--- config.mk ---
export PLATFORM = sky130hd
export DESIGN_NAME = ablm_monitor
export DESIGN_NICKNAME = d
export VERILOG_FILES = /design/src/pkg/ablm_pkg.sv /design/src/pkg/ablm_flag_if.sv /design/src/logic/ablm_pin_mux.sv /design/src/logic/ablm_monitor.sv
export VERILOG_INCLUDE_DIRS = /design/src /design/src/pkg
export SDC_FILE = /design/constraint.sdc
export NUM_CORES = 1
export LEC_CHECK = 0
export BUFFER_PORTS_ARGS = -buffer_cell sky130_fd_sc_hd__clkbuf_2
export CAP_MARGIN = 0
export CORE_ASPECT_RATIO = 0.9
export CORE_MARGIN = 2
export CORE_UTILIZATION = 59
export CTS_BUF_LIST = sky130_fd_sc_hd__clkbuf_4
export CTS_CLUSTER_SIZE = 16
export DETAILED_ROUTE_END_ITERATION = 10
export HOLD_SLACK_MARGIN = 0.12
export PLACE_DENSITY_LB_ADDON = 0.3
export SLEW_MARGIN = 20
export SYNTH_ARGS = -nofsm -noshare
export SYNTH_HDL_FRONTEND = slang
export SYNTH_HIERARCHICAL = 1
export SYNTH_SLANG_ARGS = --single-unit
--- constraint.sdc ---
create_clock -name CLK -period 4 [get_ports CLK]
set_input_delay 0.2 -clock CLK [delete_from_list [all_inputs] [get_ports CLK]]
set_output_delay 0.2 -clock CLK [all_outputs]
set_load 0.05 [all_outputs]
--- src/pkg/ablm_defs.svh ---
`ifndef ABLM_DEFS_SVH
`define ABLM_DEFS_SVH
// ----------------------------------------
// Register addresses (word addresses)
// ----------------------------------------
`define ABLM_ADDR_STATUS 8'h04
`define ABLM_ADDR_ALT 8'h0B
`define ABLM_ADDR_LIMIT_A 8'h16
`define ABLM_ADDR_OFS_A0 8'h18
`define ABLM_ADDR_LIMIT_B 8'h1C
`define ABLM_ADDR_OFS_B0 8'h1E
`define ABLM_ADDR_MATH 8'h58
// ----------------------------------------
// Field positions and codes
// ----------------------------------------
`define ABLM_THR_MSB 13
`define ABLM_CNT_LSB 14
`define ABLM_ALT1_LSB 8
`define ABLM_ALT_SLOT_A 5'h10
`define ABLM_ALT_SLOT_B 5'h1A
`define ABLM_ALT_ALL 5'h1B
`define ABLM_ALT_ALL_INT 5'h1C
`define ABLM_LIM_CODE2 5'h04
`define ABLM_LIM_CODE3 5'h10
// Subtract positions of the four-pulse sequence (1 and 4)
`define ABLM_SUB_MASK 4'h9
// ----------------------------------------
// Reset values
// ----------------------------------------
`define ABLM_RST_WORD 16'h0000
`define ABLM_RST_MATH 16'h0544
`endif

--- src/pkg/ablm_pkg.sv ---
package ablm_pkg;
  typedef enum logic [1:0] {ABLM_NEVER, ABLM_ONCE, ABLM_FOUR, ABLM_SIXTEEN} ablm_limit_t;
  typedef logic [4:0] ablm_count_t;
endpackage : ablm_pkg

--- src/pkg/ablm_flag_if.sv ---
`timescale 1ns/1ps
interface ablm_flag_if;
  logic [7:0] flags;
  logic irq;
  logic [15:0] alt_sel;
  logic pin0;
  logic pin1;
  modport core (output flags, output irq, output alt_sel, input pin0, input pin1);
  modport mux (input flags, input irq, input alt_sel, output pin0, output pin1);
endinterface : ablm_flag_if

--- src/logic/ablm_pin_mux.sv ---
`timescale 1ns/1ps
`include "ablm_defs.svh"
module ablm_pin_mux
  import ablm_pkg::*;
(
  input wire logic clk,
  input wire logic rst_n,
  ablm_flag_if.mux fi
);
  // Decode one alternate selector against the flags
  function automatic logic alt_level(input logic [4:0] sel, input logic [7:0] f, input logic i);
    logic r;
    r = 1'b0;
    unique case (sel)
      `ABLM_ALT_SLOT_A: r = |f[3:0];
      `ABLM_ALT_SLOT_B: r = |f[7:4];
      `ABLM_ALT_ALL: r = |f;
      `ABLM_ALT_ALL_INT: r = (|f) | i;
      default: r = 1'b0;
    endcase
    return r;
  endfunction : alt_level

  // Registered pin levels
  always_ff @(posedge clk or negedge rst_n) begin
    if (!rst_n) begin
      fi.pin0 <= 1'b0;
      fi.pin1 <= 1'b0;
    end else begin
      fi.pin0 <= alt_level(fi.alt_sel[4:0], fi.flags, fi.irq);
      fi.pin1 <= alt_level(fi.alt_sel[`ABLM_ALT1_LSB +: 5], fi.flags, fi.irq);
    end
  end
endmodule : ablm_pin_mux

--- src/logic/ablm_monitor.sv ---
// Functional notes
// Monitor ambient automatically during float LED mode
// Compare only on LED-masked subtract cycles
// Compared value is raw minus channel offset
// Per-channel counter increments when above threshold
// Set flag when counter reaches limit
// Limit codes: never, 1, 4, 16
// Flags 3:0 slot A, 7:4 slot B
// Status flags clear when read
// Threshold low 14, count top 2 bits
// Pin 0 selector ORs chosen flags
// Pin 1 selector in bits 12:8
// Host polls flags and adjusts setup
// Pulses one and four are subtract
// Counters reset on clear, saturate
`timescale 1ns/1ps
`include "ablm_defs.svh"
module ablm_monitor
  import ablm_pkg::*;
#(
  parameter int ADC_W = 14
)(
  input wire logic CLK,
  input wire logic RSTN,
  input wire logic FLOAT_LED_MODE,
  input wire logic SAMPLE_VALID,
  input wire logic SAMPLE_SLOT_B,
  input wire logic [1:0] SAMPLE_CHAN,
  input wire logic [1:0] SAMPLE_PULSE,
  input wire logic [ADC_W-1:0] SAMPLE_RAW,
  input wire logic INT_IN,
  input wire logic REG_WR,
  input wire logic REG_RD,
  input wire logic [7:0] REG_ADDR,
  input wire logic [15:0] REG_WDATA,
  output logic [15:0] REG_RDATA,
  output logic [7:0] AMBIENT_EXCEED_FLAGS,
  output logic GENERAL_PURPOSE_PIN0,
  output logic GENERAL_PURPOSE_PIN1
);
  // ----------------------------------------
  // Register storage
  // ----------------------------------------
  logic [15:0] alt_q;
  logic [15:0] limit_a_q;
  logic [15:0] limit_b_q;
  logic [15:0] math_q;
  logic [ADC_W-1:0] ofs_q [0:7];
  logic [7:0] flags_q;
  ablm_count_t cnt_q [0:7];
  logic clr_rd;
  ablm_flag_if fi ();
  // Decoded offset slot of the current bus address
  logic [3:0] ofs_idx;

  // Offset register index decode, 0..7 or 8 for none
  function automatic logic [3:0] ofs_index(input logic [7:0] a);
    logic [3:0] r;
    r = 4'h8;
    if (a >= `ABLM_ADDR_OFS_A0 && a < `ABLM_ADDR_OFS_A0 + 8'h04) r = {2'b00, a[1:0] - 2'b00};
    if (a >= `ABLM_ADDR_OFS_B0 && a < `ABLM_ADDR_OFS_B0 + 8'h04) begin
      r = 4'h4 + {2'b00, 2'(a - `ABLM_ADDR_OFS_B0)};
    end
    if (a >= `ABLM_ADDR_OFS_A0 && a < `ABLM_ADDR_OFS_A0 + 8'h04) begin
      r = {2'b00, 2'(a - `ABLM_ADDR_OFS_A0)};
    end
    return r;
  endfunction : ofs_index
  assign ofs_idx = ofs_index(REG_ADDR);

  // Limit threshold for a count code, 0 meaning never
  function automatic ablm_count_t limit_of(input logic [1:0] code);
    ablm_count_t r;
    r = 5'h00;
    unique case (ablm_limit_t'(code))
      ABLM_NEVER: r = 5'h00;
      ABLM_ONCE: r = 5'h01;
      ABLM_FOUR: r = `ABLM_LIM_CODE2;
      ABLM_SIXTEEN: r = `ABLM_LIM_CODE3;
    endcase
    return r;
  endfunction : limit_of

  // ----------------------------------------
  // Configuration writes
  // ----------------------------------------
  always_ff @(posedge CLK or negedge RSTN) begin
    if (!RSTN) begin
      alt_q <= `ABLM_RST_WORD;
      limit_a_q <= `ABLM_RST_WORD;
      limit_b_q <= `ABLM_RST_WORD;
      math_q <= `ABLM_RST_MATH;
    end else if (REG_WR) begin
      unique case (REG_ADDR)
        `ABLM_ADDR_ALT: alt_q <= REG_WDATA;
        `ABLM_ADDR_LIMIT_A: limit_a_q <= REG_WDATA;
        `ABLM_ADDR_LIMIT_B: limit_b_q <= REG_WDATA;
        `ABLM_ADDR_MATH: math_q <= REG_WDATA;
        default: ;
      endcase
    end
  end

  // Offset registers
  always_ff @(posedge CLK or negedge RSTN) begin
    if (!RSTN) begin
      for (int i = 0; i < 8; i++) ofs_q[i] <= '0;
    end else if (REG_WR && ofs_idx != 4'h8) begin
      ofs_q[ofs_idx[2:0]] <= REG_WDATA[ADC_W-1:0];
    end
  end

  // ----------------------------------------
  // Read path, status clears on read
  // ----------------------------------------
  // Any status read clears every lane without a hit or fresh crossing that cycle
  assign clr_rd = REG_RD && (REG_ADDR == `ABLM_ADDR_STATUS);

  always_ff @(posedge CLK or negedge RSTN) begin
    if (!RSTN) begin
      REG_RDATA <= 16'h0000;
    end else if (REG_RD) begin
      if (ofs_idx != 4'h8) begin
        REG_RDATA <= 16'(ofs_q[ofs_idx[2:0]]);
      end else begin
        unique case (REG_ADDR)
          `ABLM_ADDR_STATUS: REG_RDATA <= {8'h00, flags_q};
          `ABLM_ADDR_ALT: REG_RDATA <= alt_q;
          `ABLM_ADDR_LIMIT_A: REG_RDATA <= limit_a_q;
          `ABLM_ADDR_LIMIT_B: REG_RDATA <= limit_b_q;
          `ABLM_ADDR_MATH: REG_RDATA <= math_q;
          default: REG_RDATA <= 16'h0000;
        endcase
      end
    end
  end

  // ----------------------------------------
  // Per-channel compare, count, flag
  // ----------------------------------------
  // Subtract cycles from the fixed ABLM_SUB_MASK pattern, not math_q, LED masked there
  logic sub_cycle;
  assign sub_cycle = FLOAT_LED_MODE &&
                     (((`ABLM_SUB_MASK >> SAMPLE_PULSE) & 4'h1) != 4'h0);

  // ----------------------------------------
  // Channel lanes
  // ----------------------------------------
  for (genvar g = 0; g < 8; g++) begin : g_chan
    logic hit;
    logic own_lane;
    logic over_thr;
    logic lvl;
    logic lvl_q;
    logic [15:0] lim_reg;
    ablm_count_t lim;
    logic signed [ADC_W+1:0] corr;
    assign lim_reg = (g < 4) ? limit_a_q : limit_b_q;
    assign lim = limit_of(lim_reg[15:`ABLM_CNT_LSB]);
    assign corr = $signed({2'b00, SAMPLE_RAW}) - $signed({2'b00, ofs_q[g]});
    // Sample belongs to this slot and channel
    assign own_lane = (SAMPLE_SLOT_B == (g >= 4)) && (SAMPLE_CHAN == 2'(g % 4));
    assign over_thr = corr > $signed({2'b00, lim_reg[`ABLM_THR_MSB:0]});
    assign hit = SAMPLE_VALID && sub_cycle && own_lane && over_thr;
    // Count at or past the selected limit
    assign lvl = (lim != 5'h00) && (cnt_q[g] >= lim);

    // Counter saturates, clears with its flag
    always_ff @(posedge CLK or negedge RSTN) begin
      if (!RSTN) begin
        cnt_q[g] <= 5'h00;
      end else if (hit && cnt_q[g] != 5'h1F) begin
        cnt_q[g] <= cnt_q[g] + 5'h01;
      end else if (clr_rd) begin
        cnt_q[g] <= 5'h00;
      end
    end

    // Previous limit level, so a count parked at the limit sets only once
    always_ff @(posedge CLK or negedge RSTN) begin
      if (!RSTN) begin
        lvl_q <= 1'b0;
      end else begin
        lvl_q <= lvl;
      end
    end

    // Sticky flag; a fresh crossing wins over read clear
    always_ff @(posedge CLK or negedge RSTN) begin
      if (!RSTN) begin
        flags_q[g] <= 1'b0;
      end else if (lvl && !lvl_q) begin
        flags_q[g] <= 1'b1;
      end else if (clr_rd) begin
        flags_q[g] <= 1'b0;
      end
    end
  end

  // ----------------------------------------
  // Pin routing
  // ----------------------------------------
  assign fi.flags = flags_q;
  assign fi.irq = INT_IN;
  assign fi.alt_sel = alt_q;

  ablm_pin_mux u_mux (
    .clk(CLK),
    .rst_n(RSTN),
    .fi(fi.mux)
  );

  // Flag and pin outputs
  always_ff @(posedge CLK or negedge RSTN) begin
    if (!RSTN) begin
      AMBIENT_EXCEED_FLAGS <= 8'h00;
    end else begin
      AMBIENT_EXCEED_FLAGS <= flags_q;
    end
  end
  // Pin levels are already registered inside the mux
  assign GENERAL_PURPOSE_PIN0 = fi.pin0;
  assign GENERAL_PURPOSE_PIN1 = fi.pin1;
endmodule : ablm_monitor

Word-level counts from Yosys, hierarchy flattened
Cells that the tools add are included.
Storage, ports and cells
  word-level logic and storage cells: 239
  register bits: 258
  input port bits: 50
Operators by class
  add/sub/neg operators: 19
  shifts and indexed selects: 1
  reductions and logical operators: 91
  equal/unequal tests: 31
  $lt $le $gt $ge: 22
  bitwise operators: 3
  mux-type cells: 32
Operators by type and width (count)
  greater-than comparator 15 bit: 8
  subtractor 14 x 14 -> 15 bit: 8
  bitwise mux 112 bit: 1
  case mux 16 bit (5 select lines): 1
  logical AND 1 bit: 55
  two-way mux 5 bit: 9
  binary-select mux 14 bit (select 3 bit): 1
  demux 14 bit (select 3 bit): 1
  two-way mux 14 bit: 3
  adder 5 x 1 -> 5 bit, second input constant: 8
  equality test 5 bit, second input constant: 8
  greater-or-equal comparator 5 bit: 8
  != test 5 bit, second input constant: 8
  case mux 5 bit (4 select lines): 2
  nonzero test 2 bit: 16
  equality test 8 x 5 -> 1 bit, second input constant: 2
  greater-or-equal comparator 8 x 5 -> 1 bit, second input constant: 2
  two-way mux 16 bit: 1
  equality test 2 bit, second input constant: 6
  nonzero test 5 bit: 2
  two-way mux 1 bit: 9
  equality test 8 x 3 -> 1 bit, second input constant: 1
  equality test 8 x 4 -> 1 bit, second input constant: 1
  equality test 8 x 7 -> 1 bit, second input constant: 1
  20 further kinds: 37

Depth between registers and ports, before layout
Gate-level depths: netlist of run 1.
  depth after elaboration: 10
  gate-level depth with buffers: 19

By module
Netlist of run 1, hierarchy kept.
By module, submodules not included
  ablm_monitor: instances 1, cells each 2139, area each 19977.9 um2, sequential area each 6411.1 um2
  ablm_pin_mux: instances 1, cells each 24, area each 220.2 um2, sequential area each 50.0 um2

Worst setup path before layout of run 1
Ideal clock, no wire load.
  path type: in2reg
  from: input port SAMPLE_RAW[1]
  to: register cnt_q[32] (netlist name)
  slack: 0.183 ns
  buffers on the path: 0
  arrival: 3.663 ns
  library setup time: 0.154 ns
  stages: 15
  cell sequence: inv_1 > fa_1 > nor2b_1 > o21a_1 > a31o_2 > o41ai_1 > o21ai_0 > a31oi_1 > xnor2_1 > ha_1 > and4_1 > a31oi_1 > nand2_1 > nor3_1 > o21ai_0
Between the ends
  word-level cells in the longest chain between the ends: 5
Ends and longest elaborated chain
  start: declaration: RTL line ablm_monitor.sv:30  | input wire logic [ADC_W-1:0] SAMPLE_RAW,
  subtractor 14 x 14 -> 15 bit *: RTL line ablm_monitor.sv:160  | assign corr = $signed({2'b00, SAMPLE_RAW}) - $signed({2'b00, ofs_q[g]});
  greater-than comparator 15 bit *: RTL line ablm_monitor.sv:163  | assign over_thr = corr > $signed({2'b00, lim_reg[`ABLM_THR_MSB:0]});
  logical AND 1 bit *: RTL line ablm_monitor.sv:164  | assign hit = SAMPLE_VALID && sub_cycle && own_lane && over_thr;
  logical AND 1 bit *: RTL line ablm_monitor.sv:172  | end else if (hit && cnt_q[g] != 5'h1F) begin
  two-way mux 5 bit or nonzero test 2 bit (tied branches)
  end signal: indexed assignment: RTL line ablm_monitor.sv:173  | cnt_q[g] <= cnt_q[g] + 5'h01;
  end: declaration: RTL line ablm_monitor.sv:50  | ablm_count_t cnt_q [0:7];
Mark *: on every way between the ends. The rest lies on a longest branch, timed or not.
A chain may end at the register's enable or synchronous reset.

Final worst setup path of run 1
  from: register ofs_q[15] (netlist name)
  to: register cnt_q[6] (netlist name)
Between the ends
  word-level cells in the longest chain between the ends: 5
Ends and longest elaborated chain
  start: declaration: RTL line ablm_monitor.sv:48  | logic [ADC_W-1:0] ofs_q [0:7];
  start signal: indexed assignment: RTL line ablm_monitor.sv:109  | ofs_q[ofs_idx[2:0]] <= REG_WDATA[ADC_W-1:0];
  subtractor 14 x 14 -> 15 bit *: RTL line ablm_monitor.sv:160
  greater-than comparator 15 bit *: RTL line ablm_monitor.sv:163
  logical AND 1 bit *: RTL line ablm_monitor.sv:164
  logical AND 1 bit *: RTL line ablm_monitor.sv:172
  two-way mux 5 bit or nonzero test 2 bit (tied branches)
Marked as above.

==> summary.txt, run 1 <==
Place
  • Setup Slack @ Placement: -0.307 ns
  • Placed insts: 2,700
  • PortBufs: 75
  • Placer Congestion: 1.00
  • Final HPWL DP: 49,200 um

Logic synthesis
  • Simple logic cell fraction of the synthesized area: 0.142
  • Syn Inst Count: 2,163
  • Seq/Total Area, Yosys: 0.320
  • Synthesized area: 20,200 sq um
  • Post-synth ARST share: 1.00
  • EDFF count, synth: 0
  • Synth unique cells: 85
  • Synthesis-stage register bit count: 258
  • Synth Area in XOR/XNOR: 0.0343
  • Syn_area_per_cell: 9.34 sq um
  • Main synth FF type: dfrtp_1
  • Largest family of logic cells by synthesized area: compound AO/OA/AOI/OAI gates
  • Post-synthesis mux area share: 0.106
  • Total nets after synthesis: 2,485
  • Adder-cell area share of the yosys netlist: 0.171
  • Yosys warnings: 6
  • Compound-cell area share of the yosys netlist: 0.176

Detailed routing
  • DRT antenna net count: 0
  • Initial drt markers: 1,901
  • Final wirelength: 64,400 um
  • Avg WL per Cell: 22.6 um
  • DRT Pass-1 Iters: 7
  • DRC Markers: 0
  • Detailed-route vias per instance: 6.35
  • Via count: 18,100

Clock network
  • Sink Count: 258
  • Root Buffer: clkbuf_4
  • CTS tree: yes
  • H-tree lvl count: 3
  • Max Root-Sink Buffers: 3
  • Reg clk slew, reported paths: 0.07 ns
  • Skew-Pair Late Insertion Delay: 0.75 ns
  • Inserted Clock Buffers: 71

Layout
  • Finished Layout Cells: 2,853
  • Syn-to-layout area delta: 12.9%
  • Max FFs per register: 112
  • Fill cells: 2,699
  • Fin nets: 2,660
  • Area occupied by multi-input gates: 12,900 sq um
  • Share of cells above drive strength 1: 0.192
  • Reg area: 6460 sq um

Run
  • Max-cap viol count: 0

STA
  • Fin crit period: 3.96 ns
  • Final Hold Viols: 0
  • Slew Limit Fails: 0
  • PnR worst setup slack: 0.0398 ns
  • # setup viols final: 0
  • Clock skew: 0.0604 ns
  • Minimum hold slack: 0.136 ns
  • Fin crit share: 0.990
  • Measured slew at the worst slew-check pin: 1.25 ns
  • Relative slew slack: 0.170
  • Setup TNS: 0 ns
  • Fmax: 0.253 GHz

Power
  • Net Sw Power: 2.92 mW
  • Clk network pwr share: 0.312
  • Comb pwr share: 0.329
  • Pwr/cell area: 358 nW/um^2
  • Switching Share: 0.358
  • Peak supply drop: 0.275 mV
  • Reg power frac: 0.359
  • P_int: 5.23 mW
  • Leakage: 10.8 nW

Floorplanning
  • Die height: 180 um
  • Die area: 35,700 sq um
  • I/O Pins: 76
  • Placement row count: 64
  • Placeable Area: 33,900 sq um
  • Die Width: 199 um
  • Initial Utilization: 0.596

Global routing
  • Largest net degree at the start of global routing: 114
  • Grt ovf: 0
  • Global-route wire length before repair: 98,900 um
  • Number of global-route vias before repair: 17,500
  • Initial antenna violation count: 10
  • Total GRT Usage: 0.363

Outcome
  • Status: complete, no violations

Worst setup path
  • Worst Path Arrival: 4.55 ns
  • Critical path class: reg2reg
  • Critical Path End Type: flop
  • Worst Setup Start Kind: flop
  • Max FO, Critical Path: 4
  • Critical Path RT: 4.59 ns
  • R2R setup slack: 0.04 ns

Worst hold path
  • Tightest Hold Check Type: in2async
==> what timing repair did <==
action | in CTS | in global routing
endpoints found under the hold margin | 276 | 0
setup buffers | 0 | 7
hold buffers | 20 | 0
pin swaps | 0 | 16
resized for setup | 9 | 44
setup endpoints to repair | 23 | 40
==> power by group through the flow <==
stage	logic, mW	clock network, mW	registers (mW)
finish	2.69	2.54	2.93
global placement	2.44	0	2.96
global route	2.96	2.71	2.94
floorplan	1.69	0	2.97
CTS	2.56	2.57	2.92
detailed placement	2.51	0	2.97
==> metrics by stage <==
stage	total power, mW	instance area (sq um)	utilization
floorplan	4.66	20200	-
global placement	5.39	21400	0.631
detailed placement	5.48	21400	0.631
CTS	8.04	22500	0.666
global route	8.60	22800	0.673
finish	8.16	22800	0.673
==> layer usage <==
metal / share of wire / global-route usage / wire length (um) / up-vias
li1: - / - / - / 8250
met5: 0.00039 / 0 / 25 / -
met1: 0.42 / 0.512 / 27100 / 8689
met2: 0.42 / 0.522 / 27100 / 976
met3: 0.12 / 0.0996 / 7470 / 194
met4: 0.043 / 0.156 / 2790 / 4
==> logic make-up (layout without fill, tap and decap cells) <==
logic type	after synthesis	after routing
adders and majority gates	272	272
buffers and inverters	258	480
AOI/OAI and AO/OA	535	535
muxes	181	181
DFF	258	258
other	0	6
xor gates and xnor gates	79	79
and+or+nand+nor	580	580
==> synth_stat cells (35+ instances only) <==
master,instances,area (sq um)
ha_1,264,3300
dfrtp_1,254,6360
inv_1,189,709
nand2_1,181,679
nor2_1,147,552
o21ai_0,123,616
mux2_2,119,1340
a21oi_1,111,556
xnor2_1,52,455
nand3_1,48,240
clkbuf_1,47,176
o21a_1,47,353
nor2b_1,46,288
mux2i_1,43,430
a21o_1,35,263
==> worst max-delay path: stages, from the launching register on <==
cell and delay, ns:
dfrtp_1 0.39, inv_1 0.07, ha_1 0.26, nor2b_1 0.15
o31a_1 0.28, o211ai_1 0.26, a21o_1 0.21, a31oi_1 0.16
nand4b_1 0.14, o211ai_1 0.09, ha_1 0.35, o22ai_1 0.08
nor4_1 0.50, o41ai_2 0.21, a21oi_2 0.26, o21ai_1 0.15
buf_4 0.19, mux2i_1 0.11
==> cell type report <==
cell class,count,share of cell area
repair buffers,171,0.0518
multi-input cells,1647,0.567
well taps,462,0.0253
flip-flops and latches,258,0.283
diodes,6,0.000658
clock inverters,28,0.0100
inverters,189,0.0311
clock buffers,92,0.0303
==> worst paths after layout <==
path | cells after the start | endpoint | from
hold reg to reg | 1 | fi.flags[7] | g_chan[7].lvl_q
setup / recovery | 17 | cnt_q[6] | ofs_q[15]
setup reg to reg | 17 | cnt_q[6] | ofs_q[15]
max in group asynchronous | 3 | math_q[8] | RSTN
min in group CLK | 4 | ofs_q[68] | REG_WR
hold / removal | 2 | cnt_q[27] | RSTN
==> layout by cell type, fill, tap and decap left out, types with 15 or more instances in the layout <==
| cell | n |
|---|---|
| dfrtp_1 | 252 |
| or4_1 | 15 |
| ha_1 | 262 |
| a22oi_1 | 18 |
| mux2_2 | 119 |
| nand4_1 | 26 |
| nand3_1 | 46 |
| xor2_1 | 27 |
| inv_1 | 189 |
| o211ai_1 | 17 |
| nor2b_1 | 45 |
| a31oi_1 | 23 |
| clkinv_1 | 17 |
| nand2b_1 | 19 |
| clkbuf_4 | 92 |
| a21oi_1 | 107 |
| clkbuf_2 | 74 |
| nor2_1 | 145 |
| xnor2_1 | 52 |
| a21o_1 | 35 |
| dlygate4sd3_1 | 20 |
| o21a_1 | 46 |
| mux2i_1 | 43 |
| buf_4 | 74 |
| o21ai_0 | 121 |
| nand2_1 | 180 |
| and3_1 | 17 |
| o21ai_1 | 16 |
(Power assumes the default switching activity.)
==> inputs of run 2 (changes only) <==
REMOVE_ABC_BUFFERS = 1   (was default)
==> summary.txt, run 2 (synthesis results as in run 1) <==
Floorplanning
  • Placeable Area: 33,900 sq um (unchanged)
  • Die Width: 199 um (unchanged)
  • Die height: 180 um (unchanged)
  • I/O Pins: 76 (unchanged)
  • Initial Utilization: 0.596 (unchanged)
  • Placement row count: 64 (unchanged)
  • Die area: 35,700 sq um (unchanged)

STA
  • Fin crit share: 0.967 (-0.0229)
  • Relative slew slack: 0.268 (+0.0988)
  • Clock skew: 0.0825 ns (+0.0221 ns)
  • Fin crit period: 3.87 ns (-0.0917 ns)
  • Measured slew at the worst slew-check pin: 1.09 ns (-0.151 ns)
  • Fmax: 0.258 GHz (+2.4%)
  • Slew Limit Fails: 0 (unchanged)
  • # setup viols final: 0 (unchanged)
  • Setup TNS: 0 ns (unchanged)
  • Final Hold Viols: 0 (unchanged)

Layout
  • Fin nets: 2,650 (-0.38%)
  • Syn-to-layout area delta: 12.5%
  • Finished Layout Cells: 2,848 (-0.18%)
  • Max FFs per register: 112 (unchanged)
  • Utilization after layout: 0.671 (-0.00214)
  • Commonest cells after routing, fill and taps aside: ha_1 (259), dfrtp_1 (253), inv_1 (189)
  • Share of cells above drive strength 1: 0.191 (-0.00186)
  • Commonest non-fill, non-tap cell in the layout: ha_1

Worst setup path
  • Slowest stage cell, crit path: dfrtp_1
  • Crit path max-delay family: compound AO/OA/AOI/OAI gates
  • Worst Setup Start Kind: flop
  • R2R setup slack: 0.13 ns (+0.09 ns)
  • Critical Path RT: 4.68 ns (+0.09 ns)
  • Crit path largest cell delay: 0.40 ns (-0.10 ns)
  • Worst Path Buf+Inv: 1 (-1)
  • Critical path cell sequence: inv_1 -> ha_1 -> nor2b_1 -> o31a_1 -> nor4_2 -> o221ai_1 -> a31oi_1 -> o21ai_0 -> xor2_1 -> ha_1 -> and3_1 -> nand2_1 -> a311o_1 -> nand2_1 -> nand3_2 -> mux2i_1
  • FF-to-FF path depth: 16 (-1)
  • Critical path class: reg2reg
  • Max FO, Critical Path: 4 (unchanged)
  • RR Endpoint: cnt_q[39]
  • Worst Path Arrival: 4.55 ns (about the same)
  • Critical register-to-register path startpoint: ofs_q[99]
  • Critical Path End Type: flop

Power
  • Leakage: 10.8 nW (-0.52%)
  • Comb pwr share: 0.334 (+0.005)
  • Peak supply drop: 0.285 mV (+3.6%)
  • Overall power: 7.95 mW (-2.6%)
  • Switching Share: 0.367 (+0.00863)
  • Net Sw Power: 2.92 mW (-0.22%)
  • Reg power frac: 0.368 (+0.009)
  • Clk network pwr share: 0.298 (-0.014)
  • P_int: 5.03 mW (-3.9%)
  • Pwr/cell area: 350 nW/um^2 (-2.3%)

Detailed routing
  • Via count: 17,800 (-1.6%)
  • DRC Markers: 0 (unchanged)
  • Avg WL per Cell: 21.4 um (-5.1%)
  • Initial drt markers: 1,990 (+4.7%)
  • Detailed-route vias per instance: 6.26 (-1.4%)
  • DRT Pass-1 Iters: 9 (+2)
  • DRT antenna net count: 0 (unchanged)
  • Final wirelength: 61,100 um (-5.2%)

Clock network
  • Max Root-Sink Buffers: 3 (unchanged)
  • CTS tree: yes
  • H-tree lvl count: 3 (unchanged)
  • Sink Count: 258 (unchanged)
  • Inserted Clock Buffers: 72 (+1.4%)
  • Skew-Pair Late Insertion Delay: 0.79 ns (+0.04 ns)
  • Root Buffer: clkbuf_4
  • Reg clk slew, reported paths: 0.07 ns (about the same)

Global routing
  • Global-route wire length before repair: 94,600 um (-4.4%)
  • Initial antenna violation count: 5 (-5)
  • Number of global-route vias before repair: 17,100 (-2.2%)
  • Total GRT Usage: 0.341 (-0.0216)
  • Grt ovf: 0 (unchanged)
  • Largest net degree at the start of global routing: 118 (+3.5%)

Run
  • Max-cap viol count: 0 (unchanged)

Place
  • Placer Congestion: 0.983 (-1.9%)
  • Placed insts: 2,686 (-0.52%)
  • PortBufs: 75 (unchanged)
  • Final HPWL DP: 47,000 um (-4.4%)

Worst hold path
  • Tightest Hold Check Type: in2async

Outcome
  • Status: complete, no violations
[run 2: cell types whose count changed in the layout (fill, tap and decap cells not counted), sizes merged]
cell,previous run,this run
clkinv,21,27
bufinv,4,0
buf,77,62
clkbuf,166,170
dlygate4sd3,20,24
diode,6,4
clkinvlp,1,2
inv,191,192
[run 2: worst register-to-register path: cells and delay by family, from the launching register on]
kind	cells	cell delay, ns
AO/OA/AOI/OAI	5	1.33
AND/OR/NAND/NOR	6	1.05
adder cells (fa/ha/maj)	2	0.56
flip-flops	1	0.40
multiplexers	1	0.25
XOR/XNOR	1	0.17
buffers and inverters	1	0.06
[run 2: worst max-delay path by stage]
stage	slack, ns	cells after the start	start	endpoint
2_1_floorplan	0.18	15	SAMPLE_RAW[1]	cnt_q[32]
3_3_place_gp	-0.33	20	SAMPLE_RAW[0]	cnt_q[25]
3_5_place_dp	-0.35	20	SAMPLE_RAW[0]	cnt_q[27]
4_1_cts	0.009	16	ofs_q[99]	cnt_q[39]
5_1_grt	-0.03	19	ofs_q[30]	cnt_q[10]
6_report	0.13	16	ofs_q[99]	cnt_q[39]
[run 2: what timing repair did]
item	CTS	global route
resized for setup	8	56
endpoints found under the setup margin	17	39
hold buffers	24	0
pin swaps	1	26
setup buffers	0	6
hold endpoints to repair	314	0
[run 2: layer usage]
metal	vias up	routed length [um]	GRT usage
met4	2	2090	0.126
met1	8634	27300	0.496
met5	-	45	0.00960
met2	819	26000	0.494
met3	151	5620	0.0780
li1	8219	-	-
[run 2: through the flow]
step	setup WS [ns]	hold WS, ns	instance area, sq um
2_1_floorplan	0.183	-0.0956	19900
3_3_place_gp	-0.331	0.314	21300
3_5_place_dp	-0.351	0.322	21300
4_1_cts	0.00908	0.122	22400
5_1_grt	-0.0348	0.151	22700
6_report	0.131	0.104	22700
[run 2: area by class of cell]
class                      count  area (sq um)
clock buffer                  96           721
multi-input combinational   1647         13000
timing repair buffer         160          1120
tap                          462           578
clock inverter                32           153
antenna                        4          10.0
sequential                   258          6460
inverter                     189           709
fill                        2701         11100
[run 2: power by group through the flow]
| stage | clock (mW) | combinational, mW | sequential (mW) |
|---|---|---|---|
| 2_1_floorplan | 0 | 1.66 | 2.97 |
| 3_3_place_gp | 0 | 2.38 | 2.96 |
| 3_5_place_dp | 0 | 2.45 | 2.97 |
| 4_1_cts | 2.41 | 2.50 | 2.92 |
| 5_1_grt | 2.55 | 2.93 | 2.94 |
| 6_report | 2.37 | 2.65 | 2.93 |
